### src/srm_pkg.sv
// Constants and types shared by the reset source manager
package srm_pkg;
    // Timing
    localparam int CLK_PERIOD_NS  = 4;
    localparam int PIN_FILTER_NS  = 36000;
    localparam int PIN_FILTER_CYC =
        (PIN_FILTER_NS + CLK_PERIOD_NS - 1) / CLK_PERIOD_NS;
    localparam int STRETCH_CYC    = 16;

    // Register offsets (byte addresses)
    localparam logic [7:0] OFS_CAUSE    = 8'h00;
    localparam logic [7:0] OFS_BLKRST   = 8'h04;
    localparam logic [7:0] OFS_AIRC     = 8'h08;
    localparam logic [7:0] OFS_IMASK    = 8'h0c;
    localparam logic [7:0] OFS_WDCTL    = 8'h10;
    localparam logic [7:0] OFS_WDALT    = 8'h14;
    localparam logic [7:0] OFS_WWCTL    = 8'h18;
    localparam logic [7:0] OFS_WWCNT    = 8'h1c;
    localparam logic [7:0] OFS_WWRLD    = 8'h20;
    localparam logic [7:0] OFS_WWSTS    = 8'h24;
    localparam logic [7:0] OFS_BOOT     = 8'h28;
    localparam logic [7:0] OFS_DFBASE   = 8'h2c;
    localparam logic [7:0] OFS_BODCTL   = 8'h30;
    localparam logic [7:0] OFS_CLKCTL   = 8'h34;
    localparam logic [7:0] OFS_CLKSTS   = 8'h38;

    // Field positions
    localparam int BLK_CHIP_BIT   = 0;
    localparam int BLK_CORE_BIT   = 1;
    localparam int AIRC_MCU_BIT   = 2;
    localparam int WD_RSTEN_BIT   = 1;
    localparam int WD_EN_BIT      = 7;
    localparam int BOOT_BS_BIT    = 1;
    localparam int BOOT_BL_BIT    = 16;
    localparam int BOOT_CBS_LSB   = 2;
    localparam int BOD_EN_BIT     = 0;
    localparam int BOD_LVL_LSB    = 1;
    localparam int BOD_RST_BIT    = 3;
    localparam int CLK_WSEL_LSB   = 0;
    localparam int CLK_WGATE_BIT  = 4;
    localparam int CLK_LXT_BIT    = 8;
    localparam int STS_OSC_BIT    = 0;
    localparam int STS_PLL_BIT    = 2;
    localparam int STS_FAIL_BIT   = 7;
    localparam int CF0_WDEN_BIT   = 31;
    localparam int CF0_RSTEN_BIT  = 30;
    localparam int CF0_BROWNOUT_ENABLE_BIT  = 23;
    localparam int CF0_BROWNOUT_LEVEL_LSB  = 21;
    localparam int CF0_BODRST_BIT = 20;
    localparam int CF0_CBS_LSB    = 6;
    localparam int CF0_BL_BIT     = 1;

    // Reset values
    localparam logic [31:0] CAUSE_POR_VAL = 32'h0000_0001;
    localparam logic [31:0] CAUSE_MASK    = 32'h0000_01bf;
    localparam logic [31:0] WDCTL_RST     = 32'h0000_0700;
    localparam logic [31:0] WWCTL_RST     = 32'h003f_0800;
    localparam logic [5:0]  WWCNT_RST     = 6'h3f;
    localparam logic [1:0]  WSEL_RST      = 2'h3;

    // Reset sources, one bit each in an event vector
    typedef enum int {
        SRC_POR, SRC_PIN, SRC_WDT, SRC_LV, SRC_BO,
        SRC_LOCK, SRC_CHIP, SRC_MCU, SRC_CORE
    } srm_src_type;
    localparam int NSRC = 9;
    localparam int SRC_CAUSE [NSRC] = '{0, 1, 2, 3, 4, 8, 0, 5, 7};
    localparam logic [8:0] GRP_FULL  = 9'h05f;
    localparam logic [8:0] GRP_BOD   = 9'h0ef;
    localparam logic [8:0] GRP_WSEL  = 9'h003;
    localparam logic [8:0] GRP_WGATE = 9'h045;
    localparam logic [8:0] GRP_POR   = 9'h001;
    localparam logic [8:0] GRP_PERI  = 9'h0ff;
    localparam logic [8:0] GRP_CORE  = 9'h100;

    typedef struct packed {
        logic [31:0] wdogCtrl;
        logic [31:0] wdogAltCtrl;
        logic [31:0] wwdogCtrl;
        logic [5:0]  wwdogCount;
        logic [31:0] wwdogReload;
        logic [31:0] wwdogFlags;
        logic        bootSelect;
        logic        bootLock;
        logic [1:0]  cfgBootSource;
        logic [31:0] dataFlashBase;
        logic        bodEnable;
        logic [1:0]  bodLevel;
        logic        bodResetEnable;
        logic [1:0]  wdogClockSelect;
        logic        wdogClockGate;
        logic        lowSpeedXtalEnable;
        logic        clockFailFlag;
        logic        oscStableFlag;
        logic        pllStableFlag;
    } srm_fields_type;
endpackage : srm_pkg

### src/srm_sync.sv
// Two-stage synchroniser, one chain per bit
`timescale 1ns/1ns
`default_nettype none
module srm_sync #(
    parameter int W = 1
) (
    input  wire logic         clk,   // System clock
    input  wire logic         rst,   // Async reset, high
    input  wire logic [W-1:0] din,   // Asynchronous levels
    output var  logic [W-1:0] dout   // Synchronised levels
);
    for (genvar i = 0; i < W; i++) begin : g_bit
        logic meta;
        always_ff @(posedge clk or posedge rst) begin
            if (rst) begin
                meta    <= 1'b0;
                dout[i] <= 1'b0;
            end else begin
                meta    <= din[i];
                dout[i] <= meta;
            end
        end
    end
endmodule : srm_sync
`default_nettype wire

### src/srm_pin_filter.sv
// Glitch filter for the external reset pin
`timescale 1ns/1ns
`default_nettype none
module srm_pin_filter #(
    parameter int CYC = 9000
) (
    input  wire logic clk,       // System clock
    input  wire logic rst,       // Async reset, high
    input  wire logic pinLow,    // Synchronised pin is low
    output var  logic asserted   // Filtered reset request
);
    logic [13:0] cnt_reg;
    logic [13:0] cnt_next;
    logic        asserted_next;

    // Level must differ for more than CYC cycles before it flips
    always_comb begin
        cnt_next      = 14'h0;
        asserted_next = asserted;
        if (pinLow != asserted) begin
            if (cnt_reg == 14'(CYC)) begin
                asserted_next = pinLow;
            end else begin
                cnt_next = cnt_reg + 14'h1;
            end
        end
    end

    always_ff @(posedge clk or posedge rst) begin
        if (rst) begin
            cnt_reg  <= 14'h0;
            asserted <= 1'b0;
        end else begin
            cnt_reg  <= cnt_next;
            asserted <= asserted_next;
        end
    end

    AST_PIN_LEN: assert property (@(posedge clk) disable iff (rst)
        $changed(asserted) |-> $past(cnt_reg) == 14'(CYC))
        else $error("pin level accepted before filter time");
endmodule : srm_pin_filter
`default_nettype wire

### src/srm_reset_manager.sv
// Reset source manager: cause flags, reset outputs, field reloads
`timescale 1ns/1ns
`default_nettype none
// Summary of operation
// - Nine sources: power-on, pin, watchdog, low volt, brown-out, lockup, 3 soft.
// - Writing 1 to block reset bit 0 resets core and all peripherals.
// - Writing 1 to the MCU request bit reboots, boot choice kept.
// - Writing 1 to block reset bit 1 resets the core only.
// - All sources except core-only reset both core and peripherals.
// - One sticky cause flag per source, chip reset sharing the power-on flag, readable by software.
// - Fields unaffected by a source keep their previous value.
// - Full resets set watchdog control 0x0700, bits 1 and 7 from config.
// - Full resets set window watchdog registers to their reset values.
// - Full resets reload boot select, lock and boot source from user_config_word0.
// - Full resets reload data flash base from config word 1.
// - Brown-out fields reload on all sources but brown-out and core.
// - Clock select 3 on power-on/pin; clock gate 1 on por/wdog/chip.
// - Clock fail cleared by por/pin; stable flags, crystal by por.
// - Software clears a cause flag by writing 1 to it.
// - Pin reset taken and released after 36 us steady level.
module srm_reset_manager
    import srm_pkg::*;
#(
    parameter int PIN_FILTER_CYCLES = srm_pkg::PIN_FILTER_CYC
) (
    input  wire logic                  clk,          // System clock
    input  wire logic                  rst,          // Power-on reset
    input  wire logic [7:0]            regAddr,      // Register address
    input  wire logic [31:0]           regWdata,     // Write data
    input  wire logic                  regWr,        // Write strobe
    input  wire logic                  regRd,        // Read strobe
    output var  logic [31:0]           regRdata,     // Read data
    input  wire logic                  extResetPin_n,// Reset pin
    input  wire logic                  wdogTimeout,  // Watchdog timeout
    input  wire logic                  lowVoltage,   // Low-voltage level
    input  wire logic                  brownout,     // Brown-out level
    input  wire logic                  lockup,       // Core lockup
    input  wire logic                  debugMode,    // Debug active
    input  wire logic                  clockFail,    // Clock fail event
    input  wire logic                  oscStable,    // Oscillator stable
    input  wire logic                  pllStable,    // PLL stable
    input  wire logic [31:0]           userCfg0,     // Config word 0
    input  wire logic [31:0]           userCfg1,     // Config word 1
    output var  logic                  coreReset,    // Core reset out
    output var  logic                  periphReset,  // Peripheral reset
    output var  logic                  irq,          // Interrupt level
    output var  srm_pkg::srm_fields_type fields      // Retained fields
);
    import srm_pkg::*;

    typedef enum logic [1:0] {
        ST_IDLE = 2'b01,
        ST_HOLD = 2'b10
    } srm_state_type;

    localparam int SY_PIN  = 0;
    localparam int SY_WDT  = 1;
    localparam int SY_LV   = 2;
    localparam int SY_BO   = 3;
    localparam int SY_LOCK = 4;
    localparam int SY_DBG  = 5;
    localparam int SY_FAIL = 6;
    localparam int SY_OSC  = 7;
    localparam int SY_PLL  = 8;

    logic [8:0]      syncIn;
    logic [8:0]      syncLvl;
    logic            pinAsserted;
    logic [4:0]      prev_reg;
    logic [4:0]      prev_next;
    logic [8:0]      ev;
    logic            porPend_reg;
    srm_state_type   state_reg;
    srm_state_type   state_next;
    logic [4:0]      cnt_reg;
    logic [4:0]      cnt_next;
    logic            coreOnly_reg;
    logic            coreOnly_next;
    logic [31:0]     cause_reg;
    logic [31:0]     cause_next;
    logic [31:0]     mask_reg;
    logic [31:0]     mask_next;
    srm_fields_type  fld_reg;
    srm_fields_type  fld_next;
    logic            held;
    logic            wrCause;
    logic            wrBlk;
    logic            wrAirc;

    assign syncIn = {pllStable, oscStable, clockFail, debugMode, lockup,
                     brownout, lowVoltage, wdogTimeout, ~extResetPin_n};

    srm_sync #(.W(9)) u_sync (
        .clk  (clk),
        .rst  (rst),
        .din  (syncIn),
        .dout (syncLvl)
    );

    srm_pin_filter #(.CYC(PIN_FILTER_CYCLES)) u_pin (
        .clk      (clk),
        .rst      (rst),
        .pinLow   (syncLvl[SY_PIN]),
        .asserted (pinAsserted)
    );

    assign wrCause = regWr && regAddr == OFS_CAUSE;
    assign wrBlk   = regWr && regAddr == OFS_BLKRST;
    assign wrAirc  = regWr && regAddr == OFS_AIRC;

    // Event detection: rising edges of hardware sources, soft writes
    always_comb begin
        prev_next = {syncLvl[SY_LOCK], syncLvl[SY_BO], syncLvl[SY_LV],
                     syncLvl[SY_WDT], pinAsserted};
        ev = 9'h0;
        ev[SRC_POR]  = porPend_reg;
        ev[SRC_PIN]  = pinAsserted && !prev_reg[0];
        ev[SRC_WDT]  = syncLvl[SY_WDT] && !prev_reg[1];
        ev[SRC_LV]   = syncLvl[SY_LV] && !prev_reg[2];
        ev[SRC_BO]   = syncLvl[SY_BO] && !prev_reg[3];
        // Lockup is ignored while a debugger holds the core
        ev[SRC_LOCK] = syncLvl[SY_LOCK] && !prev_reg[4]
                       && !syncLvl[SY_DBG];
        ev[SRC_CHIP] = wrBlk && regWdata[BLK_CHIP_BIT];
        ev[SRC_MCU]  = wrAirc && regWdata[AIRC_MCU_BIT];
        ev[SRC_CORE] = wrBlk && regWdata[BLK_CORE_BIT];
    end

    // Reset stretch; level sources hold the reset while they last
    always_comb begin
        held          = pinAsserted || syncLvl[SY_LV] || syncLvl[SY_BO];
        state_next    = state_reg;
        cnt_next      = cnt_reg;
        coreOnly_next = coreOnly_reg;
        case (state_reg)
            ST_IDLE: begin
                coreOnly_next = 1'b0;
            end
            ST_HOLD: begin
                if (cnt_reg != 5'h0) begin
                    cnt_next = cnt_reg - 5'h1;
                end else if (!held) begin
                    state_next = ST_IDLE;
                end
            end
            default: begin
                state_next = ST_HOLD;
            end
        endcase
        if (ev != 9'h0) begin
            state_next = ST_HOLD;
            cnt_next   = 5'(STRETCH_CYC);
            // Core-only while nothing wider joins
            coreOnly_next = (ev == GRP_CORE)
                && (state_reg == ST_IDLE || coreOnly_reg);
        end
    end

    assign coreReset   = state_reg == ST_HOLD;
    assign periphReset = state_reg == ST_HOLD && !coreOnly_reg;

    // Cause flags and interrupt mask
    always_comb begin
        cause_next = cause_reg;
        mask_next  = mask_reg;
        if (wrCause) begin
            cause_next = cause_reg & ~regWdata;
        end
        if (regWr && regAddr == OFS_IMASK) begin
            mask_next = regWdata & CAUSE_MASK;
        end
        if ((ev & GRP_PERI) != 9'h0) begin
            mask_next = 32'h0;
        end
        // Every event present sets its flag; set beats clear
        for (int s = 0; s < NSRC; s++) begin
            if (ev[s]) begin
                cause_next[SRC_CAUSE[s]] = 1'b1;
            end
        end
    end

    assign irq = |(cause_reg & mask_reg);

    // Retained fields: software writes, then per-source reload
    always_comb begin
        fld_next = fld_reg;
        if (regWr) begin
            case (regAddr)
                OFS_WDCTL:  fld_next.wdogCtrl    = regWdata;
                OFS_WDALT:  fld_next.wdogAltCtrl = regWdata;
                OFS_WWCTL:  fld_next.wwdogCtrl   = regWdata;
                OFS_WWCNT:  fld_next.wwdogCount  = regWdata[5:0];
                OFS_WWRLD:  fld_next.wwdogReload = regWdata;
                OFS_WWSTS:  fld_next.wwdogFlags  = regWdata;
                OFS_BOOT: begin
                    fld_next.bootSelect = regWdata[BOOT_BS_BIT];
                    fld_next.bootLock   = regWdata[BOOT_BL_BIT];
                end
                OFS_BODCTL: begin
                    fld_next.bodEnable      = regWdata[BOD_EN_BIT];
                    fld_next.bodLevel       =
                        regWdata[BOD_LVL_LSB +: 2];
                    fld_next.bodResetEnable = regWdata[BOD_RST_BIT];
                end
                OFS_CLKCTL: begin
                    fld_next.wdogClockSelect =
                        regWdata[CLK_WSEL_LSB +: 2];
                    fld_next.wdogClockGate   = regWdata[CLK_WGATE_BIT];
                    fld_next.lowSpeedXtalEnable =
                        regWdata[CLK_LXT_BIT];
                end
                default: begin
                end
            endcase
        end
        if ((ev & GRP_FULL) != 9'h0) begin
            fld_next.wdogCtrl = WDCTL_RST;
            fld_next.wdogCtrl[WD_RSTEN_BIT] = userCfg0[CF0_RSTEN_BIT];
            fld_next.wdogCtrl[WD_EN_BIT]    = userCfg0[CF0_WDEN_BIT];
            fld_next.wdogAltCtrl   = 32'h0;
            fld_next.wwdogCtrl     = WWCTL_RST;
            fld_next.wwdogCount    = WWCNT_RST;
            fld_next.wwdogReload   = 32'h0;
            fld_next.wwdogFlags    = 32'h0;
            fld_next.bootSelect    = userCfg0[CF0_CBS_LSB + 1];
            fld_next.bootLock      = userCfg0[CF0_BL_BIT];
            fld_next.cfgBootSource = userCfg0[CF0_CBS_LSB +: 2];
            fld_next.dataFlashBase = userCfg1;
        end
        if ((ev & GRP_BOD) != 9'h0) begin
            fld_next.bodEnable      = userCfg0[CF0_BROWNOUT_ENABLE_BIT];
            fld_next.bodLevel       = userCfg0[CF0_BROWNOUT_LEVEL_LSB +: 2];
            fld_next.bodResetEnable = userCfg0[CF0_BODRST_BIT];
        end
        if ((ev & GRP_WSEL) != 9'h0) begin
            fld_next.wdogClockSelect = WSEL_RST;
            fld_next.clockFailFlag   = 1'b0;
        end
        if ((ev & GRP_WGATE) != 9'h0) begin
            fld_next.wdogClockGate = 1'b1;
        end
        if ((ev & GRP_POR) != 9'h0) begin
            fld_next.oscStableFlag      = 1'b0;
            fld_next.pllStableFlag      = 1'b0;
            fld_next.lowSpeedXtalEnable = 1'b0;
        end
        // Status set by clock hardware wins over a same-cycle clear
        if (syncLvl[SY_FAIL]) begin
            fld_next.clockFailFlag = 1'b1;
        end
        if (syncLvl[SY_OSC]) begin
            fld_next.oscStableFlag = 1'b1;
        end
        if (syncLvl[SY_PLL]) begin
            fld_next.pllStableFlag = 1'b1;
        end
    end

    assign fields = fld_reg;

    // Power-on: fields start at zero and are loaded from config
    // in the first clock after release, since async reset takes constants
    always_ff @(posedge clk or posedge rst) begin
        if (rst) begin
            porPend_reg  <= 1'b1;
            prev_reg     <= 5'h0;
            state_reg    <= ST_HOLD;
            cnt_reg      <= 5'(STRETCH_CYC);
            coreOnly_reg <= 1'b0;
            cause_reg    <= CAUSE_POR_VAL;
            mask_reg     <= 32'h0;
            fld_reg      <= '0;
        end else begin
            porPend_reg  <= 1'b0;
            prev_reg     <= prev_next;
            state_reg    <= state_next;
            cnt_reg      <= cnt_next;
            coreOnly_reg <= coreOnly_next;
            cause_reg    <= cause_next;
            mask_reg     <= mask_next;
            fld_reg      <= fld_next;
        end
    end

    // Read data, valid in the cycle after the strobe
    always_ff @(posedge clk or posedge rst) begin
        if (rst) begin
            regRdata <= 32'h0;
        end else if (regRd) begin
            case (regAddr)
                OFS_CAUSE:  regRdata <= cause_reg;
                OFS_IMASK:  regRdata <= mask_reg;
                OFS_WDCTL:  regRdata <= fld_reg.wdogCtrl;
                OFS_WDALT:  regRdata <= fld_reg.wdogAltCtrl;
                OFS_WWCTL:  regRdata <= fld_reg.wwdogCtrl;
                OFS_WWCNT:  regRdata <= {26'h0, fld_reg.wwdogCount};
                OFS_WWRLD:  regRdata <= fld_reg.wwdogReload;
                OFS_WWSTS:  regRdata <= fld_reg.wwdogFlags;
                OFS_BOOT:   regRdata <= {15'h0, fld_reg.bootLock, 12'h0,
                                fld_reg.cfgBootSource, fld_reg.bootSelect,
                                1'b0};
                OFS_DFBASE: regRdata <= fld_reg.dataFlashBase;
                OFS_BODCTL: regRdata <= {28'h0, fld_reg.bodResetEnable,
                                fld_reg.bodLevel, fld_reg.bodEnable};
                OFS_CLKCTL: regRdata <= {23'h0,
                                fld_reg.lowSpeedXtalEnable, 3'h0,
                                fld_reg.wdogClockGate, 2'h0,
                                fld_reg.wdogClockSelect};
                OFS_CLKSTS: regRdata <= {24'h0, fld_reg.clockFailFlag,
                                4'h0, fld_reg.pllStableFlag, 1'b0,
                                fld_reg.oscStableFlag};
                // Request bits self-clear, unmapped reads give zero
                default:    regRdata <= 32'h0;
            endcase
        end else begin
            regRdata <= 32'h0;
        end
    end

    AST_POR_CAUSE: assert property (@(posedge clk) disable iff (rst)
        porPend_reg |=> cause_reg[0] && periphReset)
        else $error("power-on did not flag cause bit 0");
    AST_CHIP_RST: assert property (@(posedge clk) disable iff (rst)
        ev[SRC_CHIP] |=> cause_reg[0] && coreReset && periphReset)
        else $error("chip reset request not honoured");
    AST_CORE_ONLY: assert property (@(posedge clk) disable iff (rst)
        state_reg == ST_IDLE && ev == GRP_CORE
        |=> coreReset && !periphReset && cause_reg[7])
        else $error("core-only reset touched peripherals");
    AST_MCU_BOOT: assert property (@(posedge clk) disable iff (rst)
        ev == (9'h1 << SRC_MCU)
        |=> cause_reg[5] && periphReset && $stable(fld_reg.bootSelect))
        else $error("MCU reset lost cause or boot choice");
    // The release edge still samples reset-time state, hence the !rst
    AST_WDCTL_VAL: assert property (@(posedge clk) disable iff (rst)
        !rst && (ev & GRP_FULL) != 9'h0 |=> fld_reg.wdogCtrl ==
        (WDCTL_RST | {24'h0, $past(userCfg0[CF0_WDEN_BIT]), 5'h0,
                      $past(userCfg0[CF0_RSTEN_BIT]), 1'b0}))
        else $error("watchdog control not reloaded");
    AST_WWDOG: assert property (@(posedge clk) disable iff (rst)
        !rst && (ev & GRP_FULL) != 9'h0 |=> fld_reg.wwdogCtrl == WWCTL_RST
        && fld_reg.wwdogCount == WWCNT_RST)
        else $error("window watchdog not reset");
    AST_BOD_KEEP: assert property (@(posedge clk) disable iff (rst)
        ev == (9'h1 << SRC_BO) && !regWr |=> $stable(fld_reg.bodLevel)
        && $stable(fld_reg.bodEnable) && $stable(fld_reg.bodResetEnable))
        else $error("brown-out fields changed on brown-out reset");
    AST_W1C: assert property (@(posedge clk) disable iff (rst)
        wrCause && ev == 9'h0 |=> cause_reg == $past(cause_reg & ~regWdata))
        else $error("cause flags not cleared by writing one");
    AST_MULTI: assert property (@(posedge clk) disable iff (rst)
        ev[SRC_LOCK] && ev[SRC_LV] |=> cause_reg[8] && cause_reg[3])
        else $error("simultaneous events lost a flag");
    AST_HOLD: assert property (@(posedge clk) disable iff (rst)
        $rose(pinAsserted) |=> periphReset [*4])
        else $error("pin reset not held");
endmodule : srm_reset_manager
`default_nettype wire

### config.mk
export PLATFORM = sky130hd
export DESIGN_NAME = srm_reset_manager
export DESIGN_NICKNAME = d
export VERILOG_FILES = /design/src/srm_pkg.sv /design/src/srm_sync.sv /design/src/srm_pin_filter.sv /design/src/srm_reset_manager.sv
export SDC_FILE = /design/constraint.sdc
export NUM_CORES = 1
export LEC_CHECK = 0
export ABC_AREA = 1
export BUFFER_PORTS_ARGS = -buffer_cell sky130_fd_sc_hd__buf_2
export CAP_MARGIN = 15
export CORE_MARGIN = 2
export CORE_UTILIZATION = 45
export CTS_CLUSTER_SIZE = 24
export DETAILED_ROUTE_END_ITERATION = 16
export GPL_TIMING_DRIVEN = 0
export PLACE_DENSITY = 0.69
export SLEW_MARGIN = 20
export SYNTH_ARGS = -nofsm -noshare
export SYNTH_HDL_FRONTEND = slang
export SYNTH_SLANG_ARGS = --single-unit
### constraint.sdc
create_clock -name clk -period 14.1 [get_ports clk]
set_input_delay 1.41 -clock clk [delete_from_list [all_inputs] [get_ports clk]]
set_output_delay 1.41 -clock clk [all_outputs]
set_load 0.01 [all_outputs]
# == Word level (Yosys, flattened, before mapping) ==
# Index checks and enable logic that the tools add are counted.
# W data, S select, Z words.
# word_totals
elab_cells,208
reg_bits,356
latchBits,0
romBits,0
input_bits,117
n_memories,0
mem_bits_rw,0
# classes
eq_ne,22
mux,46
reduce_logical,79
addsub,2
magnitude_cmp,0
n_mul,0
n_bitwise,4
div_mod_pow,0
shift,0
# op_table
cell,count
$pmux W32 S13,1
$mux W32,8
$mux W202,1
$mux W168,1
$and A32 B32 Y32,2
$reduce_bool A2 Y1,30
$eq A8 B6 Y1 const B,7
$reduce_bool A9 Y1,6
$eq A8 B5 Y1 const B,4
$not A32 Y32,1
$reduce_or A32 Y1,1
$mux W14,2
$reduce_and A2 Y1,13
$mux W1,17
$eq A8 B4 Y1 const B,2
$logic_and A1 B1 Y1,15
$mux W5,3
$add A14 B1 Y14 const B,1
$eq A14 B14 Y1 const B,1
$mux W2,6
$mux W4,3
$eq A9 B9 Y1 const B,1
$mux W9,1
$eq A8 B3 Y1 const B,1
16 further kinds,25

# == Logic depth before layout (Yosys ltp) ==
# Gate-level depths: netlist of run 1.
# logic_depth
ltp_word,6
ltp_mapped,12

# == Cells and area by module ==
# A second synthesis of run 1 with hierarchy kept.
# unflattened
cells_unflattened,1740
hier_area_um2,14596.5
# by_module_without_submodules
module,area_per_inst_um2,n_inst,cells_per_inst
srm_reset_manager,13271.5,1,1609
srm_pin_filter,870.8,1,112
srm_sync,454.2,1,19

# == Worst setup path after synthesis of run 1 ==
# No wires, ideal clock.
# synth_path
path_kind,input port to flip-flop
from,in regWr
to,reg fld_reg (netlist bit fields[150])
stages,12
path_slack_ns,11.378
setup_ns,0.123
t_required_ns,13.977
arrival_ns,2.599
cell_sequence,buf_2 inv_2 nor2_2 nand3_2 nand2_2 buf_12 inv_4 nand2_4 inv_4 buf_6 nand2_1 o21ai_2
# synth_between
elab_chain_cells,5
elab_cells_between_ends,7
# synth_lines
item,line,text
from (decl),srm_reset_manager.sv:30,"input wire logic regWr,"
$logic_and A1 B1 Y1,srm_reset_manager.sv:108,assign wrBlk = regWr && regAddr == OFS_BLKRST;
$logic_and A1 B1 Y1,srm_reset_manager.sv:124,ev[SRC_CHIP] = wrBlk && regWdata[BLK_CHIP_BIT];
$reduce_bool A9 Y1,srm_reset_manager.sv:217,if ((ev & GRP_FULL) != 9'h0) begin
$reduce_bool A2 Y1 (no source line),-,
$reduce_and A2 Y1 (no source line),-,
to (signal assigned),srm_reset_manager.sv:282,fld_reg <= fld_next;
to (decl),srm_reset_manager.sv:83,srm_fields_type fld_reg;
# Several ways; a longest one is shown, not always the timed one.
# A chain may end at the register's enable or synchronous reset.

# == Worst setup path in the final report of run 1 ==
# layout_path
from,in regAddr[7]
to,reg cause_reg[30]
# layout_between
elab_chain_cells,2
# layout_lines
item,line,text
from (decl),srm_reset_manager.sv:28,"input wire logic [7:0] regAddr,"
$logic_not A8 Y1,srm_reset_manager.sv:107,assign wrCause = regWr && regAddr == OFS_CAUSE;
$logic_and A1 B1 Y1,srm_reset_manager.sv:107,
to (signal assigned),srm_reset_manager.sv:280,cause_reg <= cause_next;
to (decl),srm_reset_manager.sv:79,logic [31:0] cause_reg;
# Every way passes these cells.

==> impl_results.md, run 1 <==
* Status: finished clean
* Largest net degree at the start of global routing at 105
* Die Width at 184 microns
* Cts bufs inserted at 37
* Reg clk slew, reported paths at 60 ps
* Clock Latency Late Sink at 530 ps
* Hold Vio Cnt, Final at 0
* Number of remaining DRC errors at 0
* Worst Hold Class: reg -> reg
* EDFF count, synth at 0
* Most frequent cells in the layout: 505 x nand2_1, 378 x buf_2, 328 x dfrtp_1
* Worst slew margin at 0.328
* Top FF cell, synth: dfrtp_1
* Critical Path RT at 14440 ps
* Post_cts resized at 0
* Global placement routability congestion at 0.940
* Count of input and output buffers at 340
* Unrepaired setup endpoints after global routing: false
* Synthesized flop and latch total at 332
* Measured slew at the worst slew-check pin at 1010 ps
* CTS tree: done
* Final hold slack at 347 ps
* Max-slew violations at 0
* DR pass1 iterations at 8
* Clock skew at 18.2 ps
* Height of the die at 184 microns
* WL/cell at 22.6 microns
* HP Start: u_sync.g_bit[8].meta
* Vias in the first global route at 13400
* Worst Path Max Fanout at 10
* Synthesized instance count at 1696
* Minimum clock period at 3440 ps
* R2r worst-path depth at 8
* Warnings, synthesis at 0
* WP data arrival at 3780 ps
* Post-Route WL at 56600 microns
* Fraction of layout cells with a size suffix above 1 at 0.239
* Post-CTS Setup Inserts at 0
* Vias at 14100
* Reg2reg end: fields[124]
* Final setup margin at 10660 ps
* Hold-fix buffers, CTS at 0
* Max Cap Viol at 0
* Final ANT Viol Nets at 0
* Initial core utilization at 0.459
* Syn avg cell area at 8.59 sq um
* Sequential share of the synthesized area at 0.570
* Total Nets Final at 2199
* Pre-CTS WS at 10270 ps
* 1st-iter DRT viols at 1542
* CP Class: in -> reg
* Clock Path Buffers at 3
* Area grow syn2layout at 24.3%
* Root Buffer Master: clkbuf_16
* R2R Setup Slk at 11890 ps
* Hold EP: u_sync.dout[8]
* Antenna violations before repair at 5
* Max Freq at 291 MHz
* Leak at 9.40 nW
* GRT Resource Usage Total at 0.332
* Crit. End Element: flip-flop
* Total grt overflow at 0
* Max reg flops at 213
* Post-synth ARST share at 1.00
* Tcrit/Tclk final at 0.244
* Site row count at 65
* Ports at 365
* Power per cell area at 123 nW/um^2
* Final setup viols at 0
* Clock sink count at 332
* Core box area at 31700 sq um
* Vias per cell at 5.61
* First-pass GRT wire length at 82700 microns
* Syn Nets at 1817
* Worst r2r src: u_pin.asserted
* Worst hold path depth at 0
* Final core utilization at 0.571
* Most common cell after layout, fill and taps aside: nand2_1
* Max VDD drop at 0.0000837 V
* Die area at 33800 sq um
* Mapped Area at 14600 sq um
* CP Launch Type: input pin
* Post-synth cell types at 44
* CTS H-tree lvls at 2
* Dpl hpwl at 40800 microns
-- worst max-delay path, stage by stage --
cell	delay, ps
buf_2	100
nor2_1	250
nand2_1	220
nor2_2	200
nand2_1	380
inv_1	270
clkbuf_1	690
a21boi_0	220
-- cells by family (layout without fill, tap and decap cells) --
| kind of cell | Yosys count | in the layout | synth area share |
|---|---|---|---|
| other | 1 | 5 | 0.000257 |
| buffers and inverters | 217 | 625 | 0.0660 |
| AOI/OAI and AO/OA | 322 | 322 | 0.122 |
| DFF | 332 | 332 | 0.570 |
| xor gates and xnor gates | 8 | 8 | 0.00481 |
| adders and majority gates | 4 | 4 | 0.00343 |
| and+or+nand+nor | 812 | 812 | 0.233 |
-- area by class of cell --
type,instances,area (sq um)
multi-input combinational,1147,5300
antenna,4,10.0
clock inverter,8,109
buffer,78,435
fill,2958,13600
inverter,139,534
tap,402,503
clock buffer,57,1120
timing repair buffer,343,1780
sequential,332,8310
-- power by group --
group          internal [W]  switching [W]  leakage, nW
combinational     0.0000673       0.000156         4.53
sequential         0.000994      0.0000347         4.26
clock              0.000586       0.000396        0.606
total               0.00165       0.000587         9.40
-- routing by layer --
layer | part of all wire | up-vias | track usage
li1 | - | 6254 | -
met1 | 0.37 | 6779 | 0.424
met2 | 0.46 | 856 | 0.537
met3 | 0.11 | 185 | 0.0695
met4 | 0.054 | 4 | 0.166
met5 | 0.00078 | - | 0.00741
-- how the worst max path moves through the flow --
stage               startpoint            end  depth (start not counted)
global placement           rst   regRdata[13]                          2
CTS                 regAddr[7]  cause_reg[30]                          8
finish              regAddr[7]  cause_reg[30]                          8
global route        regAddr[7]  cause_reg[19]                          8
floorplan                  rst  cause_reg[10]                          1
detailed placement  regAddr[7]  cause_reg[30]                          8
-- through the flow --
stage / TNS (ps) / area, sq um / cells / power [W]
3_5_place_dp: 0 / 16900 / 2441 / 0.00127
5_1_grt: 0 / 18100 / 2508 / 0.00231
4_1_cts: 0 / 18100 / 2506 / 0.00224
6_report: 0 / 18100 / 2510 / 0.00223
3_3_place_gp: -36130 / 16800 / 2438 / 0.00126
2_1_floorplan: 0 / 14600 / 1696 / 0.00115
-- cell usage after synthesis (5+ instances only) --
library cell / instances / area [sq um]
inv_1: 132 / 495
nand2_2: 9 / 56.3
nor2_1: 127 / 477
nand2_1: 505 / 1900
buf_4: 9 / 67.6
nand3_1: 102 / 510
buf_2: 38 / 190
buf_6: 6 / 67.6
xor2_1: 8 / 70.1
o21ai_1: 85 / 425
nor2_2: 5 / 31.3
o21ai_2: 14 / 123
clkbuf_1: 24 / 90.1
o211ai_1: 7 / 52.6
dfrtp_1: 328 / 8210
o21ai_0: 127 / 636
nand4_1: 23 / 144
nor3_1: 9 / 45.0
a21oi_1: 59 / 295
nor3b_1: 6 / 45.0
a21boi_0: 14 / 105
and3_1: 15 / 93.8
No activity file was read; power rests on OpenSTA's default activity.
==> run 2, diff against run 1 <==
Clock period 14.1 ns to 3.2 ns, I/O delays scaled along.
==> impl_results.md, run 2 (synthesized netlist as in run 1, its figures left out) <==
* Max-slew violations at 0 (unchanged)
* Initial core utilization at 0.459 (unchanged)
* Final setup viols at 0 (unchanged)
* Worst Hold Class: in -> reg (was reg -> reg)
* Height of the die at 184 microns (unchanged)
* Count of input and output buffers at 340 (unchanged)
* Fin area at 18700 sq um (was 18100 sq um)
* Most common cell after layout, fill and taps aside: nand2_1 (unchanged)
* Max reg flops at 213 (unchanged)
* Antenna violations before repair at 3 (was 5)
* 1st-iter DRT viols at 1269 (was 1542)
* Global placement routability congestion at 0.941 (was 0.940)
* Tcrit/Tclk final at 0.754
* CTS tree: done (unchanged)
* GRT Max-Usage Layer: met2 (unchanged)
* Clock Path Buffers at 3 (unchanged)
* CP Class: in -> reg (unchanged)
* Vias in the first global route at 13900 (was 13400)
* Largest net degree at the start of global routing at 35 (was 105)
* Post-Route WL at 57600 microns (was 56600 microns)
* Status: finished clean (unchanged)
* WL/cell at 22.5 microns (was 22.6 microns)
* CP Launch Type: input pin (unchanged)
* Cell area after placement at 17000 sq um (was 16900 sq um)
* Clock skew at 22.3 ps (was 18.2 ps)
* Crit. End Element: flip-flop (unchanged)
* Die area at 33800 sq um (unchanged)
* Worst slew margin at 0.341 (was 0.328)
* Measured slew at the worst slew-check pin at 989 ps (was 1010 ps)
* Total grt overflow at 0 (unchanged)
* Clock sink count at 332 (unchanged)
* Total Nets Final at 2249 (was 2199)
* Post-CTS Setup Inserts at 0 (unchanged)
* GR Util met1 at 0.420 (was 0.424)
* Unrepaired setup endpoints after global routing: false (unchanged)
* Vias at 14200 (was 14100)
* Fraction of layout cells with a size suffix above 1 at 0.238 (was 0.239)
* Met2 usage at 0.549 (was 0.537)
* Root Buffer Master: clkbuf_16 (unchanged)
* Cts bufs inserted at 37 (unchanged)
* Reg clk slew, reported paths at 60 ps (about the same)
* Hold-fix buffers, CTS at 42 (was 0)
* Number of remaining DRC errors at 0 (unchanged)
* First-pass GRT wire length at 84400 microns (was 82700 microns)
* Site row count at 65 (unchanged)
* CTS H-tree lvls at 2 (unchanged)
* Die Width at 184 microns (unchanged)
* Dpl hpwl at 41900 microns (was 40800 microns)
* Area grow syn2layout at 28.1% (was 24.3%)
* GRT Resource Usage Total at 0.338 (was 0.332)
* Vias per cell at 5.55 (was 5.61)
* DR pass1 iterations at 6 (was 8)
* Most frequent cells in the layout: 505 x nand2_1, 378 x buf_2, 328 x dfrtp_1 (unchanged)
* Power per cell area at 530 nW/um^2 (was 123 nW/um^2)
* Critical Path RT at 3550 ps (was 14440 ps)
* Clock Latency Late Sink at 540 ps (was 530 ps)
* Final ANT Viol Nets at 0 (unchanged)
* Hold Vio Cnt, Final at 0 (unchanged)
* Max Freq at 414 MHz
* GR Util met3 at 0.0806 (was 0.0695)
* Max Cap Viol at 0 (unchanged)
* Final hold slack at 6.60 ps (was 347 ps)
* Leak at 9.64 nW (was 9.40 nW)
* Worst Path Max Fanout at 10 (unchanged)
* Ports at 365 (unchanged)
* Fill count at 2841 (was 2958)
* Minimum clock period at 2410 ps
* Post_cts resized at 0 (unchanged)
* WP data arrival at 2770 ps (was 3780 ps)
* Core box area at 31700 sq um (unchanged)
* Max VDD drop at 0.000365 V (was 0.0000837 V)
## run 2: cell count changes in the layout (fill, tap and decap cells not counted), moves of 2 or more
cell	delta
clkbuf_8	-3
clkinvlp_4	+2
clkbuf_1	-3
dlygate4sd3_1	+42
buf_12	+9
clkinv_2	+4
## run 2: path summary, 6_finish.rpt
| check | end | slack (ps) | depth (start not counted) | from |
|---|---|---|---|---|
| min in group asynchronous | regRdata[26] | 410 | 3 | rst |
| max in group asynchronous | fields[56] | 1570 | 7 | rst |
| min reg2reg | u_sync.dout[2] | 350 | 0 | u_sync.g_bit[2].meta |
| max reg2reg | fields[68] | 990 | 9 | u_pin.asserted |
| max | cause_reg[29] | 790 | 8 | regAddr[7] |
| min | fields[15] | 7 | 3 | userCfg1[4] |
## run 2: layout make-up
class                      count  area [sq um]  area share
sequential                   332          8310       0.445
multi-input combinational   1147          5300       0.284
timing repair buffer         393          2360       0.126
clock buffer                  51          1070      0.0573
inverter                     139           531      0.0284
tap                          402           503      0.0269
buffer                        78           435      0.0233
clock inverter                14           156     0.00838
antenna                        3          7.51    0.000402
## run 2: where the power goes
part	internal [W]	leakage, nW	switching, W
clock network	0.00252	0.606	0.00179
logic	0.000349	4.77	0.000703
registers	0.00438	4.26	0.000152
total	0.00725	9.64	0.00265
## run 2: layer usage
metal | wire length [microns] | vias up
met5 | 0 | -
met4 | 3310 | 0
met3 | 5840 | 176
met2 | 26600 | 852
met1 | 21900 | 6802
li1 | - | 6361
## run 2: stage by stage
step           setup TNS (ps)  instances  power (W)   util  worst slack, ps
3_5_place_dp                0       2449    0.00560  0.537              367
3_3_place_gp         -1153040       2438    0.00555  0.529            -3530
6_report                    0       2559    0.00990  0.589              787
4_1_cts                     0       2556    0.00991  0.588              917
5_1_grt                     0       2558     0.0102  0.589              733
2_1_floorplan         -510250       1696    0.00506      -            -1550
## run 2: worst max-delay path, stage by stage
cell,delay (ps)
buf_2,110
nor2_1,250
nand2_1,230
nor2_2,200
nand2_1,390
inv_1,320
clkbuf_1,700
a21boi_0,220
